### config.mk
export PLATFORM = sky130hd
export DESIGN_NAME = stk_timer
export DESIGN_NICKNAME = d
export VERILOG_FILES = /design/src/rtl/stk_pkg.sv /design/src/rtl/stk_timer.sv
export SDC_FILE = /design/constraint.sdc
export NUM_CORES = 1
export LEC_CHECK = 0
export BUFFER_PORTS_ARGS = -buffer_cell sky130_fd_sc_hd__buf_2
export CORE_ASPECT_RATIO = 0.5
export CORE_MARGIN = 5
export CORE_UTILIZATION = 56
export DETAILED_ROUTE_END_ITERATION = 8
export GPL_TIMING_DRIVEN = 0
export PLACE_DENSITY = 0.8
export REMOVE_ABC_BUFFERS = 1
export SLEW_MARGIN = 20
export SYNTH_ARGS = -nofsm -noshare
export SYNTH_HDL_FRONTEND = slang
export SYNTH_SLANG_ARGS = --single-unit
### constraint.sdc
create_clock -name sys_clk_i -period 3.1 [get_ports sys_clk_i]
set_input_delay 0.465 -clock sys_clk_i [delete_from_list [all_inputs] [get_ports sys_clk_i]]
set_output_delay 0.465 -clock sys_clk_i [all_outputs]
set_load 0.03 [all_outputs]
### src/rtl/stk_pkg.sv
// Constants and state type of the system tick down counter
package stk_pkg;

  // ****************************************************************
  // Register byte offsets
  // ****************************************************************
  localparam logic [7:0] STK_CSR_OFS = 8'h10;
  localparam logic [7:0] STK_RLD_OFS = 8'h14;
  localparam logic [7:0] STK_CUR_OFS = 8'h18;
  localparam logic [7:0] STK_CAL_OFS = 8'h1C;
  localparam logic [7:0] STK_IRQ_STS_OFS = 8'h20;
  localparam logic [7:0] STK_IRQ_MSK_OFS = 8'h24;

  // ****************************************************************
  // Field positions
  // ****************************************************************
  localparam int STK_ENABLE_BIT = 0;
  localparam int STK_PEND_BIT = 1;
  localparam int STK_CLKSEL_BIT = 2;
  localparam int STK_FLAG_BIT = 16;
  localparam int STK_IRQ_ZERO_BIT = 0;
  localparam int STK_CNT_W = 24;

  // ****************************************************************
  // Reset and constant values
  // ****************************************************************
  localparam logic [31:0] STK_WORD_ZERO = 32'h0000_0000;
  localparam logic [23:0] STK_CNT_ZERO = 24'h00_0000;
  localparam logic [23:0] STK_CNT_ONE = 24'h00_0001;
  // Reload for 10 ms at an 8 MHz crystal; reference present, no skew
  localparam logic [31:0] STK_CAL_VALUE = 32'h0000_09C4;

  // ****************************************************************
  // Crystal divider
  // ****************************************************************
  localparam int STK_XTAL_DIV = 32;
  localparam int STK_DIV_W = $clog2(STK_XTAL_DIV);
  localparam logic [STK_DIV_W-1:0] STK_DIV_ONE = 5'h01;
  localparam logic [STK_DIV_W-1:0] STK_DIV_LAST = 5'h1F;
  localparam logic [STK_DIV_W-1:0] STK_DIV_ZERO = 5'h00;

  // ****************************************************************
  // Whole state of the block
  // ****************************************************************
  typedef struct packed {
    logic enable;
    logic pend_en;
    logic clk_sel;
    logic flag;
    logic [STK_CNT_W-1:0] reload;
    logic [STK_CNT_W-1:0] current;
    logic [STK_DIV_W-1:0] div;
    logic xtal_q;
    logic irq_sts;
    logic irq_msk;
    logic ack;
    logic [31:0] dat;
    logic pend;
  } stk_state_type;

  localparam stk_state_type STK_STATE_RESET = '{
    enable: 1'b0,
    pend_en: 1'b0,
    clk_sel: 1'b0,
    flag: 1'b0,
    reload: 24'h00_0000,
    current: 24'h00_0000,
    div: 5'h00,
    xtal_q: 1'b0,
    irq_sts: 1'b0,
    irq_msk: 1'b0,
    ack: 1'b0,
    dat: 32'h0000_0000,
    pend: 1'b0
  };

endpackage

### src/rtl/stk_timer.sv
// System tick down counter with a classic Wishbone register slave
//
// The Wishbone interface to the registers is this design's own decision.
`timescale 1ns/1ps

// Overview of operation
// RL1 - Flag bit 16 sets whenever counter reached zero since last read.
// RL2 - Any read of control/status clears the flag after returning it.
// RL3 - Bit 2 picks counting clock: 0 crystal reference, 1 CPU clock.
// RL4 - Bit 1 set makes reaching zero pend the tick exception.
// RL5 - Setting bit 0 loads reload value and starts; clearing it stops.
// RL6 - Reload field, 24 bits, copied into counter whenever it reaches zero.
// RL7 - Reference clock is crystal input divided by 32.
// RL8 - Registers decode at 0x10, 0x14, 0x18, 0x1C, 0x20 and 0x24.
// RL9 - Any write to current value clears counter and zero-reached flag.
// RL10 - Calibration register reads 0x9C4, the 10 ms reload value.
// RL11 - Counter decrements per selected tick; reloads on tick after zero.
// RL12 - Unused control/status and reload bits read zero, writes ignored.

module stk_timer
  import stk_pkg::*;
(
  input wire logic sys_clk_i,
  input wire logic rst_i,
  input wire logic wb_cyc_i,
  input wire logic wb_stb_i,
  input wire logic wb_we_i,
  input wire logic [7:0] wb_adr_i,
  input wire logic [3:0] wb_sel_i,
  input wire logic [31:0] wb_dat_i,
  output logic [31:0] wb_dat_o,
  output logic wb_ack_o,
  input wire logic crystal_input_pin_i,
  output logic tick_exception_o,
  output logic irq_o
);

  // ****************************************************************
  // Helpers
  // ****************************************************************
  function automatic logic adr_hit(input logic [7:0] adr,
                                   input logic [7:0] ofs);
    adr_hit = (adr[7:2] == ofs[7:2]);
  endfunction

  function automatic logic [31:0] byte_merge(input logic [31:0] old_w,
                                             input logic [31:0] new_w,
                                             input logic [3:0] sel);
    logic [31:0] res;
    res = old_w;
    for (int i = 0; i < 4; i++)
    begin
      if (sel[i])
      begin
        res[i*8 +: 8] = new_w[i*8 +: 8];
      end
    end
    byte_merge = res;
  endfunction

  // ****************************************************************
  // State
  // ****************************************************************
  stk_state_type s_q;
  stk_state_type s_d;
  logic req;
  logic wr;
  logic rd;
  logic xtal_rise;
  logic ref_tick;
  logic tick;
  logic zero_hit;
  logic [31:0] csr_word;
  logic [31:0] rld_word;
  logic [31:0] wr_word;
  logic [31:0] rd_word;

  // ****************************************************************
  // Next state
  // ****************************************************************
  always_comb
  begin
    s_d = s_q;
    s_d.pend = 1'b0;
    zero_hit = 1'b0;
    wr_word = STK_WORD_ZERO;

    // Bus request taken once; ack follows in the next cycle
    req = wb_cyc_i & wb_stb_i & ~s_q.ack;
    wr = req & wb_we_i;
    rd = req & ~wb_we_i;
    s_d.ack = req;

    // Register images with unused bits at zero
    csr_word = STK_WORD_ZERO;
    csr_word[STK_ENABLE_BIT] = s_q.enable; // RL12
    csr_word[STK_PEND_BIT] = s_q.pend_en;
    csr_word[STK_CLKSEL_BIT] = s_q.clk_sel;
    csr_word[STK_FLAG_BIT] = s_q.flag;
    rld_word = STK_WORD_ZERO;
    rld_word[STK_CNT_W-1:0] = s_q.reload; // RL12

    // Crystal edges divided down to the reference tick
    s_d.xtal_q = crystal_input_pin_i;
    xtal_rise = crystal_input_pin_i & ~s_q.xtal_q;
    ref_tick = xtal_rise && (s_q.div == STK_DIV_LAST); // RL7
    if (xtal_rise)
    begin
      s_d.div = s_q.div + STK_DIV_ONE; // RL7
    end
    tick = s_q.clk_sel ? 1'b1 : ref_tick; // RL3

    // Down counting
    if (s_q.enable && tick)
    begin
      if (s_q.current == STK_CNT_ZERO)
      begin
        s_d.current = s_q.reload; // RL6 RL11
      end
      else
      begin
        s_d.current = s_q.current - STK_CNT_ONE; // RL11
        zero_hit = (s_q.current == STK_CNT_ONE);
      end
    end

    // Read data
    rd_word = STK_WORD_ZERO;
    if (adr_hit(wb_adr_i, STK_CSR_OFS)) // RL8
    begin
      rd_word = csr_word;
    end
    else if (adr_hit(wb_adr_i, STK_RLD_OFS))
    begin
      rd_word = rld_word;
    end
    else if (adr_hit(wb_adr_i, STK_CUR_OFS))
    begin
      rd_word[STK_CNT_W-1:0] = s_q.current;
    end
    else if (adr_hit(wb_adr_i, STK_CAL_OFS))
    begin
      rd_word = STK_CAL_VALUE; // RL10
    end
    else if (adr_hit(wb_adr_i, STK_IRQ_STS_OFS))
    begin
      rd_word[STK_IRQ_ZERO_BIT] = s_q.irq_sts;
    end
    else if (adr_hit(wb_adr_i, STK_IRQ_MSK_OFS))
    begin
      rd_word[STK_IRQ_ZERO_BIT] = s_q.irq_msk;
    end
    if (rd)
    begin
      s_d.dat = rd_word;
      if (adr_hit(wb_adr_i, STK_CSR_OFS))
      begin
        s_d.flag = 1'b0; // RL2
      end
    end

    // Register writes
    if (wr)
    begin
      if (adr_hit(wb_adr_i, STK_CSR_OFS))
      begin
        wr_word = byte_merge(csr_word, wb_dat_i, wb_sel_i);
        s_d.enable = wr_word[STK_ENABLE_BIT]; // RL5
        s_d.pend_en = wr_word[STK_PEND_BIT]; // RL4
        s_d.clk_sel = wr_word[STK_CLKSEL_BIT]; // RL3
        if (wr_word[STK_ENABLE_BIT] && !s_q.enable)
        begin
          s_d.current = s_q.reload; // RL5
          s_d.div = STK_DIV_ZERO;
          zero_hit = 1'b0;
        end
      end
      else if (adr_hit(wb_adr_i, STK_RLD_OFS))
      begin
        wr_word = byte_merge(rld_word, wb_dat_i, wb_sel_i);
        s_d.reload = wr_word[STK_CNT_W-1:0]; // RL6 RL12
      end
      else if (adr_hit(wb_adr_i, STK_CUR_OFS))
      begin
        s_d.current = STK_CNT_ZERO; // RL9
        s_d.flag = 1'b0; // RL9
        zero_hit = 1'b0;
      end
      else if (adr_hit(wb_adr_i, STK_IRQ_STS_OFS))
      begin
        if (wb_sel_i[0] && wb_dat_i[STK_IRQ_ZERO_BIT])
        begin
          s_d.irq_sts = 1'b0;
        end
      end
      else if (adr_hit(wb_adr_i, STK_IRQ_MSK_OFS))
      begin
        if (wb_sel_i[0])
        begin
          s_d.irq_msk = wb_dat_i[STK_IRQ_ZERO_BIT];
        end
      end
    end

    // Zero reached: a set beats a read or status-write clear in the same cycle; a current-value write cancels the set
    if (zero_hit)
    begin
      s_d.flag = 1'b1; // RL1
      s_d.irq_sts = 1'b1;
      s_d.pend = s_q.pend_en; // RL4
    end
  end

  // ****************************************************************
  // State register
  // ****************************************************************
  always_ff @(posedge sys_clk_i)
  begin
    if (rst_i)
    begin
      s_q <= STK_STATE_RESET;
    end
    else
    begin
      s_q <= s_d;
    end
  end

  // ****************************************************************
  // Outputs
  // ****************************************************************
  assign wb_ack_o = s_q.ack;
  assign wb_dat_o = s_q.dat;
  assign tick_exception_o = s_q.pend;
  assign irq_o = s_q.irq_sts & s_q.irq_msk;

endmodule // stk_timer

==> results_dict.tcl, run 1 <==
set metrics [dict create \
    netlist_instances 524 \
    cts_hold_buf 0 \
    drc 0 \
    h-tree-depth 3 \
    wirelength_microns 11600 \
    fin_ws_ps 342 \
    yosys-top-cells-area "dfxtp_1 (38%), mux2i_1 (7.2%), nor2_1 (6.6%)" \
    post-place-ws_ps 209 \
    status "completed" \
    drt_iter0_markers 486 \
    endpoint_kind "register" \
    grt-ovfl-total 0 \
    clkSlewWorstSetupHoldPaths_ps 60 \
    layout.nets 600 \
    min_period_ps 2760 \
    vias 4079 \
    rsz0062_at_grt "false" \
    synth-seq-area-share_pct 37.6 \
    cp.arrival_ps 3050 \
    dieArea_sq_mm 0.0102 \
    p_leak_nw 2.11 \
    grt_max_degree 76 \
    synth_area_sq_mm 0.00457 \
    timing_max_transition_violations_final 0 \
    seqCellArea_sq_mm 0.00172 \
    final_common_cell "dfxtp_1" \
    fin_setup_tns_ps 0 \
    cpMostUsedCell "ha_1" \
    placementRows 23 \
    synth_top_area_share_pct 37.6 \
    synth_edf_count 0 \
    cts_setup_buffers 0 \
    path_class "register to register" \
    ys_warn_count 0 \
    start_util_pct 57.4 \
    crit_required_ps 3390 \
    port_buffers 65 \
    ys.flop_type "dfxtp_1" \
    fp.dieH_microns 73.9 \
    drive_above_1_share_pct 19.5 \
    final_cell_mix "dfxtp_1 (86), nor2_1 (80), buf_2 (64)" \
    diodes 0 \
    grtUsageTotal_pct 23.2 \
    crit_chain "ha_1, and3_1, ha_1, and3b_1, o21a_1, and2_1, nand3_1, a21oi_2, a22o_1" \
    tightest_slew_ps 1030 \
    antenna_found_initial 0 \
    maxCapViolCount 0 \
    hold_violations 0 \
    postLayoutCellArea_sq_mm 0.00499 \
    cts_buffers 9 \
    synthDistinctLibCells 73 \
    critical_path.max_stage_delay_ps 640 \
    cts_sinks 86 \
    cpMaxStageDelayCell "a21oi_2" \
    multiInputGateArea_sq_mm 0.00250 \
    dpl.hpwl_microns 7840 \
    async_flop_share_pct 0 \
    startpoint_type "register" \
    synth_top_area_cell "dfxtp_1" \
    cts_resized 0 \
    skew_ps 7.64 \
    max_clock_freq_ghz 0.363 \
    period_share_pct 89.0 \
    syn2layout_area_growth_pct 9.08 \
    clkLatencyLatePin_ps 340 \
    peakVddDrop_mv 0.272 \
    core_sq_mm 0.00797 \
    nFillCells 711 \
    ant_nets 0 \
    avgSynthCellArea_sq_um 8.73 \
    ys_seq_elements 86 \
    gp_congestion 0.872 \
    hp-class "input pin to register" \
    die_x_microns 138 \
    crit_fanout 13 \
    setup_viol 0 \
    ctsRootBufferMaster "clkbuf_16" \
    via_per_inst 6.16 \
    tritoncts "built" \
    finalPower_w 0.00224 \
    first_pass_iters 5 \
    clockBufferDepth 2 \
    pwr_density_cell_mw_per_mm2 448 \
    grt_pass1_wl_microns 18400 \
    postPlaceCellArea_sq_mm 0.00472 \
    boundaryPins 85 \
    grt_pass1_vias 3691 \
    slew_headroom_pct 31.4 \
    wl_per_cell_microns 17.5 \
]
[worst max-delay path, delay by kind of cell (launching register included)]
family,cells,cell delay (ps)
AND/OR/NAND/NOR,4,790
AO/OA/AOI/OAI,3,1240
adder cells (fa/ha/maj),2,300
flip-flops,1,370
[registers in the layout, summed over array words and instances (netlist names)]
signal,cells
csr_word,4
rld_word,24
s_q,32
tick_exception_o,1
wb_ack_o,1
wb_dat_o,24
[metal layers]
| metal | GRT usage, % | vias to the layer above | wire length, microns |
|---|---|---|---|
| met5 | 0 | - | 0 |
| met4 | 7.01 | 0 | 150 |
| met3 | 7.39 | 20 | 1190 |
| met2 | 36.1 | 223 | 5140 |
| met1 | 31.2 | 1919 | 5090 |
| li1 | - | 1917 | - |
[cells in the mapped netlist (6+ instances only)]
master / n
a21o_1: 6
a21oi_1: 27
dfxtp_1: 86
nand3_1: 9
a22oi_1: 20
o2bb2ai_1: 7
nand2_1: 26
mux2i_1: 33
nor2_1: 81
or3_1: 7
buf_4: 35
o21ai_0: 14
a22o_1: 17
nor3_1: 19
buf_2: 6
clkbuf_1: 20
[metrics by stage]
stage | instances | util, % | hold slack [ps]
detailed placement | 647 | 59.2 | 459
global placement | 646 | 58.9 | 455
CTS | 662 | 62.6 | 342
finish | 662 | 62.6 | 351
global route | 662 | 62.6 | 357
floorplan | 469 | - | 436
[power by group]
part	internal (W)	total, W	leakage [nW]	switching, W
Combinational	0.0000369	0.000126	1.29	0.0000889
Sequential	0.00111	0.00112	0.693	0.00000391
Clock	0.000582	0.000995	0.133	0.000414
[kinds of logic after synthesis]
group	share of synthesized area, %
other	0.0820
and+or+nand+nor	23.3
muxes	7.72
buffers and inverters	8.54
DFF	37.6
AOI/OAI and AO/OA	20.5
adders and majority gates	1.09
xor gates and xnor gates	1.15
[area by class of cell]
class | count | area share [%]
Clock inverter | 1 | 0.100
Timing Repair Buffer | 66 | 6.80
Multi-Input combinational cell | 378 | 50.1
Inverter | 5 | 0.376
Tap cell | 112 | 2.81
Sequential cell | 86 | 34.5
Clock buffer | 14 | 5.29
[worst paths after layout]
| path | depth (start not counted) | endpoint | slack [ps] | from |
|---|---|---|---|---|
| setup / recovery | 9 | s_q[56]$_SDFF_PP0_ | 340 | s_q[37]$_SDFF_PP0_ |
| hold / removal | 3 | rld_word[11]$_SDFFE_PP0P_ | 350 | wb_dat_i[11] |
| setup reg to reg | 9 | s_q[56]$_SDFF_PP0_ | 340 | s_q[37]$_SDFF_PP0_ |
| hold reg to reg | 2 | csr_word[16]$_SDFF_PP0_ | 470 | csr_word[16]$_SDFF_PP0_ |
Note: power is estimated with default switching activity, not from simulation.
==> inputs of run 2 (changes only) <==
CORE_UTILIZATION = 50   (was 56)
PLACE_DENSITY = 0.73   (was 0.8)
==> results_dict.tcl, run 2 (synthesis results as in run 1) <==
set metrics [dict create \
    wirelength_microns 11300 \
    first_pass_iters 5 \
    p_leak_nw 2.11 \
    clkSlewWorstSetupHoldPaths_ps 60 \
    nFillCells 817 \
    hp-class "input pin to register" \
    hold_violations 0 \
    top_usage_layer "met2" \
    cts_sinks 86 \
    wl_per_cell_microns 17.0 \
    endpoint_kind "register" \
    final_cell_mix "dfxtp_1 (86), nor2_1 (80), buf_2 (64)" \
    skew_ps 3.74 \
    tightest_slew_ps 1060 \
    cts_setup_buffers 0 \
    crit_fanout 13 \
    die_x_microns 145 \
    grt_pass1_vias 3675 \
    clkLatencyLatePin_ps 340 \
    slew_headroom_pct 29.3 \
    dpl.hpwl_microns 7870 \
    antenna_found_initial 0 \
    status "completed" \
    tritoncts "built" \
    core_sq_mm 0.00880 \
    final_common_cell "dfxtp_1" \
    grtUsageTotal_pct 20.2 \
    drive_above_1_share_pct 19.5 \
    min_period_ps 2770 \
    cp.arrival_ps 3060 \
    cts_buffers 9 \
    multiInputGateArea_sq_mm 0.00250 \
    seqCellArea_sq_mm 0.00172 \
    ant_nets 0 \
    largest_register "s_q" \
    grtUsageMet3_pct 6.00 \
    clockBufferDepth 2 \
    rsz0062_at_grt "false" \
    crit_required_ps 3380 \
    cts_resized 0 \
    h-tree-depth 3 \
    pwr_density_cell_mw_per_mm2 441 \
    fp.dieH_microns 77.6 \
    cts_hold_buf 0 \
    grt_pass1_wl_microns 18800 \
    period_share_pct 89.5 \
    startpoint_type "register" \
    diodes 0 \
    setup_viol 0 \
    grt_use_met2_pct 29.1 \
    boundaryPins 85 \
    drt_iter0_markers 336 \
    dieArea_sq_mm 0.0113 \
    start_util_pct 52.0 \
    ctsRootBufferMaster "clkbuf_16" \
    finalPower_w 0.00220 \
    peakVddDrop_mv 0.268 \
    maxCapViolCount 0 \
    max_clock_freq_ghz 0.360 \
    drc 0 \
    placementRows 24 \
    timing_max_transition_violations_final 0 \
    whs_ps 357 \
    grt-ovfl-total 0 \
    syn2layout_area_growth_pct 9.03 \
    grt_util_met1_pct 29.0 \
    gp_congestion 0.858 \
    vias 3944 \
    layout.nets 600 \
    path_class "register to register" \
    grt_max_degree 76 \
    via_per_inst 5.92 \
    port_buffers 65 \
    largest_register_ffs 32 \
]
## run 2: cell type report
class,instances,area share [%]
Clock buffer,12,4.94
Clock inverter,2,0.201
Inverter,5,0.376
Multi-Input combinational cell,378,50.1
Sequential cell,86,34.5
Tap cell,117,2.94
Timing Repair Buffer,66,6.88
## run 2: layer usage
| metal | routed length [microns] | vias to the layer above |
|---|---|---|
| li1 | - | 1924 |
| met1 | 5640 | 1873 |
| met2 | 4670 | 134 |
| met3 | 851 | 13 |
| met4 | 159 | 0 |
| met5 | 0 | - |
## run 2: path summary, 6_finish.rpt
| path | from | endpoint | slack (ps) | cells after the start |
|---|---|---|---|---|
| hold / removal | wb_dat_i[8] | rld_word[8]$_SDFFE_PP0P_ | 360 | 3 |
| setup reg to reg | s_q[37]$_SDFF_PP0_ | s_q[60]$_SDFF_PP0_ | 330 | 9 |
| hold reg to reg | s_q[34]$_SDFFE_PP0P_ | s_q[34]$_SDFFE_PP0P_ | 470 | 2 |
| setup / recovery | s_q[37]$_SDFF_PP0_ | s_q[60]$_SDFF_PP0_ | 330 | 9 |
## run 2: per-stage QoR
stage                     setup TNS (ps)  worst slack [ps]  instance area [sq um]  std cells  util (%)
after floorplan                        0               398                   4230        469         -
after global placement            -10900              -492                   4700        651      53.4
after detailed placement               0               182                   4730        652      53.8
after CTS                              0               339                   4990        666      56.7
after global routing                   0               137                   4990        666      56.7
final                                  0               326                   4990        666      56.7
## run 2: worst max-delay path, cell delays in order (launching register included)
cell     delay (ps)
dfxtp_1         370
ha_1            180
and3_1          160
ha_1            130
and3b_1         200
o21a_1          330
and2_1          300
nand3_1         120
a21oi_2         680
a22o_1          250
## run 2: power by group
group / internal, W / leakage (nW) / total [W] / switching (W)
Clock: 0.000553 / 0.128 / 0.000960 / 0.000407
Combinational: 0.0000371 / 1.29 / 0.000126 / 0.0000884
Sequential: 0.00111 / 0.693 / 0.00112 / 0.00000414
Total: 0.00170 / 2.11 / 0.00220 / 0.000499
==> inputs of run 3 (changes only) <==
--- a/config.mk
+++ b/config.mk
@@ -9,8 +9,7 @@
 export CORE_ASPECT_RATIO = 0.5
 export CORE_MARGIN = 5
-export CORE_UTILIZATION = 50
+export CORE_UTILIZATION = 55
 export DETAILED_ROUTE_END_ITERATION = 8
-export GPL_TIMING_DRIVEN = 0
-export PLACE_DENSITY = 0.73
+export PLACE_DENSITY = 0.79
 export REMOVE_ABC_BUFFERS = 1
 export SLEW_MARGIN = 20
==> constraint.sdc (replaced) <==
create_clock -name sys_clk_i -period 3.1 [get_ports sys_clk_i]
set_input_delay 0.465 -clock sys_clk_i [delete_from_list [all_inputs] [get_ports sys_clk_i]]
set_output_delay 0.465 -clock sys_clk_i [all_outputs]
set_load 0.05 [all_outputs]
==> results_dict.tcl, run 3 (synthesis results as in run 1) <==
set metrics [dict create \
    status "completed" \
    seqCellArea_sq_mm 0.00172 \
    h-tree-depth 3 \
    path_buf_inv 1 \
    grtUsageTotal_pct 22.3 \
    tightest_slew_ps 661 \
    period_share_pct 82.9 \
    largest_register "s_q" \
    boundaryPins 85 \
    pwr_density_cell_mw_per_mm2 440 \
    peakVddDrop_mv 0.283 \
    timing_max_transition_violations_final 0 \
    drc 0 \
    antenna_found_initial 0 \
    port_buffers 65 \
    critical_path.max_stage_delay_ps 600 \
    cts_setup_buffers 0 \
    hold_violations 0 \
    largest_register_ffs 32 \
    maxCapViolCount 0 \
    cpMaxStageDelayCell "or4b_1" \
    grt_max_degree 28 \
    p_sw_w 0.000517 \
    rr_worst_depth 10 \
    dieArea_sq_mm 0.0103 \
    multiInputGateArea_sq_mm 0.00249 \
    crit_chain "ha_1, and3_1, ha_1, and3b_1, o21ai_1, buf_4, or4b_1, nor4_2, mux2i_1, o2bb2ai_2" \
    drt_iter0_markers 356 \
    placementRows 23 \
    wl_per_cell_microns 17.0 \
    final_common_cell "dfxtp_1" \
    cp.depth 10 \
    hp-class "input pin to register" \
    start_util_pct 56.8 \
    p_leak_nw 2.18 \
    grt_pass1_wl_microns 18500 \
    grt-ovfl-total 0 \
    grt_pass1_vias 3759 \
    internal-power_w 0.00172 \
    ctsRootBufferMaster "clkbuf_16" \
    cts_buffers 9 \
    clockBufferDepth 2 \
    final_cell_mix "dfxtp_1 (86), nor2_1 (81), buf_2 (65)" \
    min_period_ps 2570 \
    diodes 0 \
    wirelength_microns 11500 \
    crit_fanout 16 \
    dpl.hpwl_microns 8350 \
    fp.dieH_microns 74.5 \
    ant_nets 0 \
    path_class "register to register" \
    rsz0062_at_grt "false" \
    cpMostUsedCell "ha_1" \
    hold_depth 3 \
    power_frac_seq_pct 49.9 \
    drive_above_1_share_pct 21.2 \
    cts_hold_buf 0 \
    slew_headroom_pct 55.9 \
    cts_sinks 86 \
    tritoncts "built" \
    p_comb_share_pct 6.5 \
    fin_setup_tns_ps 0 \
    setup_viol 0 \
    cts_resized 0 \
    layout.nets 616 \
    gp_congestion 0.939 \
    skew_ps 4.88 \
    core_sq_mm 0.00806 \
    p_clk_share_pct 43.7 \
    cp.arrival_ps 2800 \
    path_delay_family "simple AND/OR/NAND/NOR gates" \
    crit_required_ps 3330 \
    switching_share_pct 23.1 \
    first_pass_iters 5 \
    nFillCells 700 \
    fin_util_pct 63.1 \
    via_per_inst 5.97 \
    startpoint_type "register" \
    vias 4055 \
    syn2layout_area_growth_pct 11.2 \
    clkSlewWorstSetupHoldPaths_ps 60 \
    max_clock_freq_ghz 0.389 \
    endpoint_kind "register" \
    clkLatencyLatePin_ps 340 \
    die_x_microns 139 \
]
==> run 3: through the flow <==
stage | setup WS [ps] | instance area, sq um | power [W] | hold WS (ps) | instances
after global routing | 425 | 5080 | 0.00231 | 356 | 679
after global placement | 590 | 4820 | 0.00128 | 454 | 663
after floorplan | 398 | 4230 | 0.00121 | 436 | 469
after CTS | 523 | 5080 | 0.00225 | 347 | 679
after detailed placement | 542 | 4820 | 0.00128 | 457 | 663
final | 529 | 5080 | 0.00224 | 358 | 679
==> run 3: power by group through the flow <==
stage | sequential [W] | combinational [W] | clock [W]
after CTS | 0.00112 | 0.000143 | 0.000993
after global placement | 0.00114 | 0.000141 | 0
final | 0.00112 | 0.000144 | 0.000976
after global routing | 0.00112 | 0.000155 | 0.00104
after floorplan | 0.00115 | 0.0000597 | 0
after detailed placement | 0.00114 | 0.000142 | 0
==> run 3: final cells by class <==
cell class / count / share of cell area [%]
clock buffers: 15 / 5.07
clock inverters: 1 / 0.0984
inverters: 5 / 0.369
multi-input cells: 378 / 48.9
flip-flops and latches: 86 / 33.9
well taps: 112 / 2.76
repair buffers: 82 / 8.91
==> run 3: worst paths after layout <==
kind / startpoint / slack (ps) / to
setup / recovery: s_q[37]$_SDFF_PP0_ / 530 / s_q[62]$_SDFF_PP0_
hold / removal: wb_dat_i[8] / 360 / rld_word[8]$_SDFFE_PP0P_
setup reg to reg: s_q[37]$_SDFF_PP0_ / 530 / s_q[62]$_SDFF_PP0_
hold reg to reg: csr_word[16]$_SDFF_PP0_ / 470 / csr_word[16]$_SDFF_PP0_
==> run 3: routing by layer <==
metal / track usage (%) / routed length [microns] / vias to the layer above
li1: - / - / 1958
met1: 31.0 / 5630 / 1919
met2: 34.0 / 4850 / 163
met3: 5.91 / 882 / 15
met4: 7.70 / 180 / 0
met5: 0 / 0 / -
==> run 3: tightest hold or removal path, cell delays in order <==
cell and delay (ps):
buf_2 70, mux2i_1 50, nor2_1 70
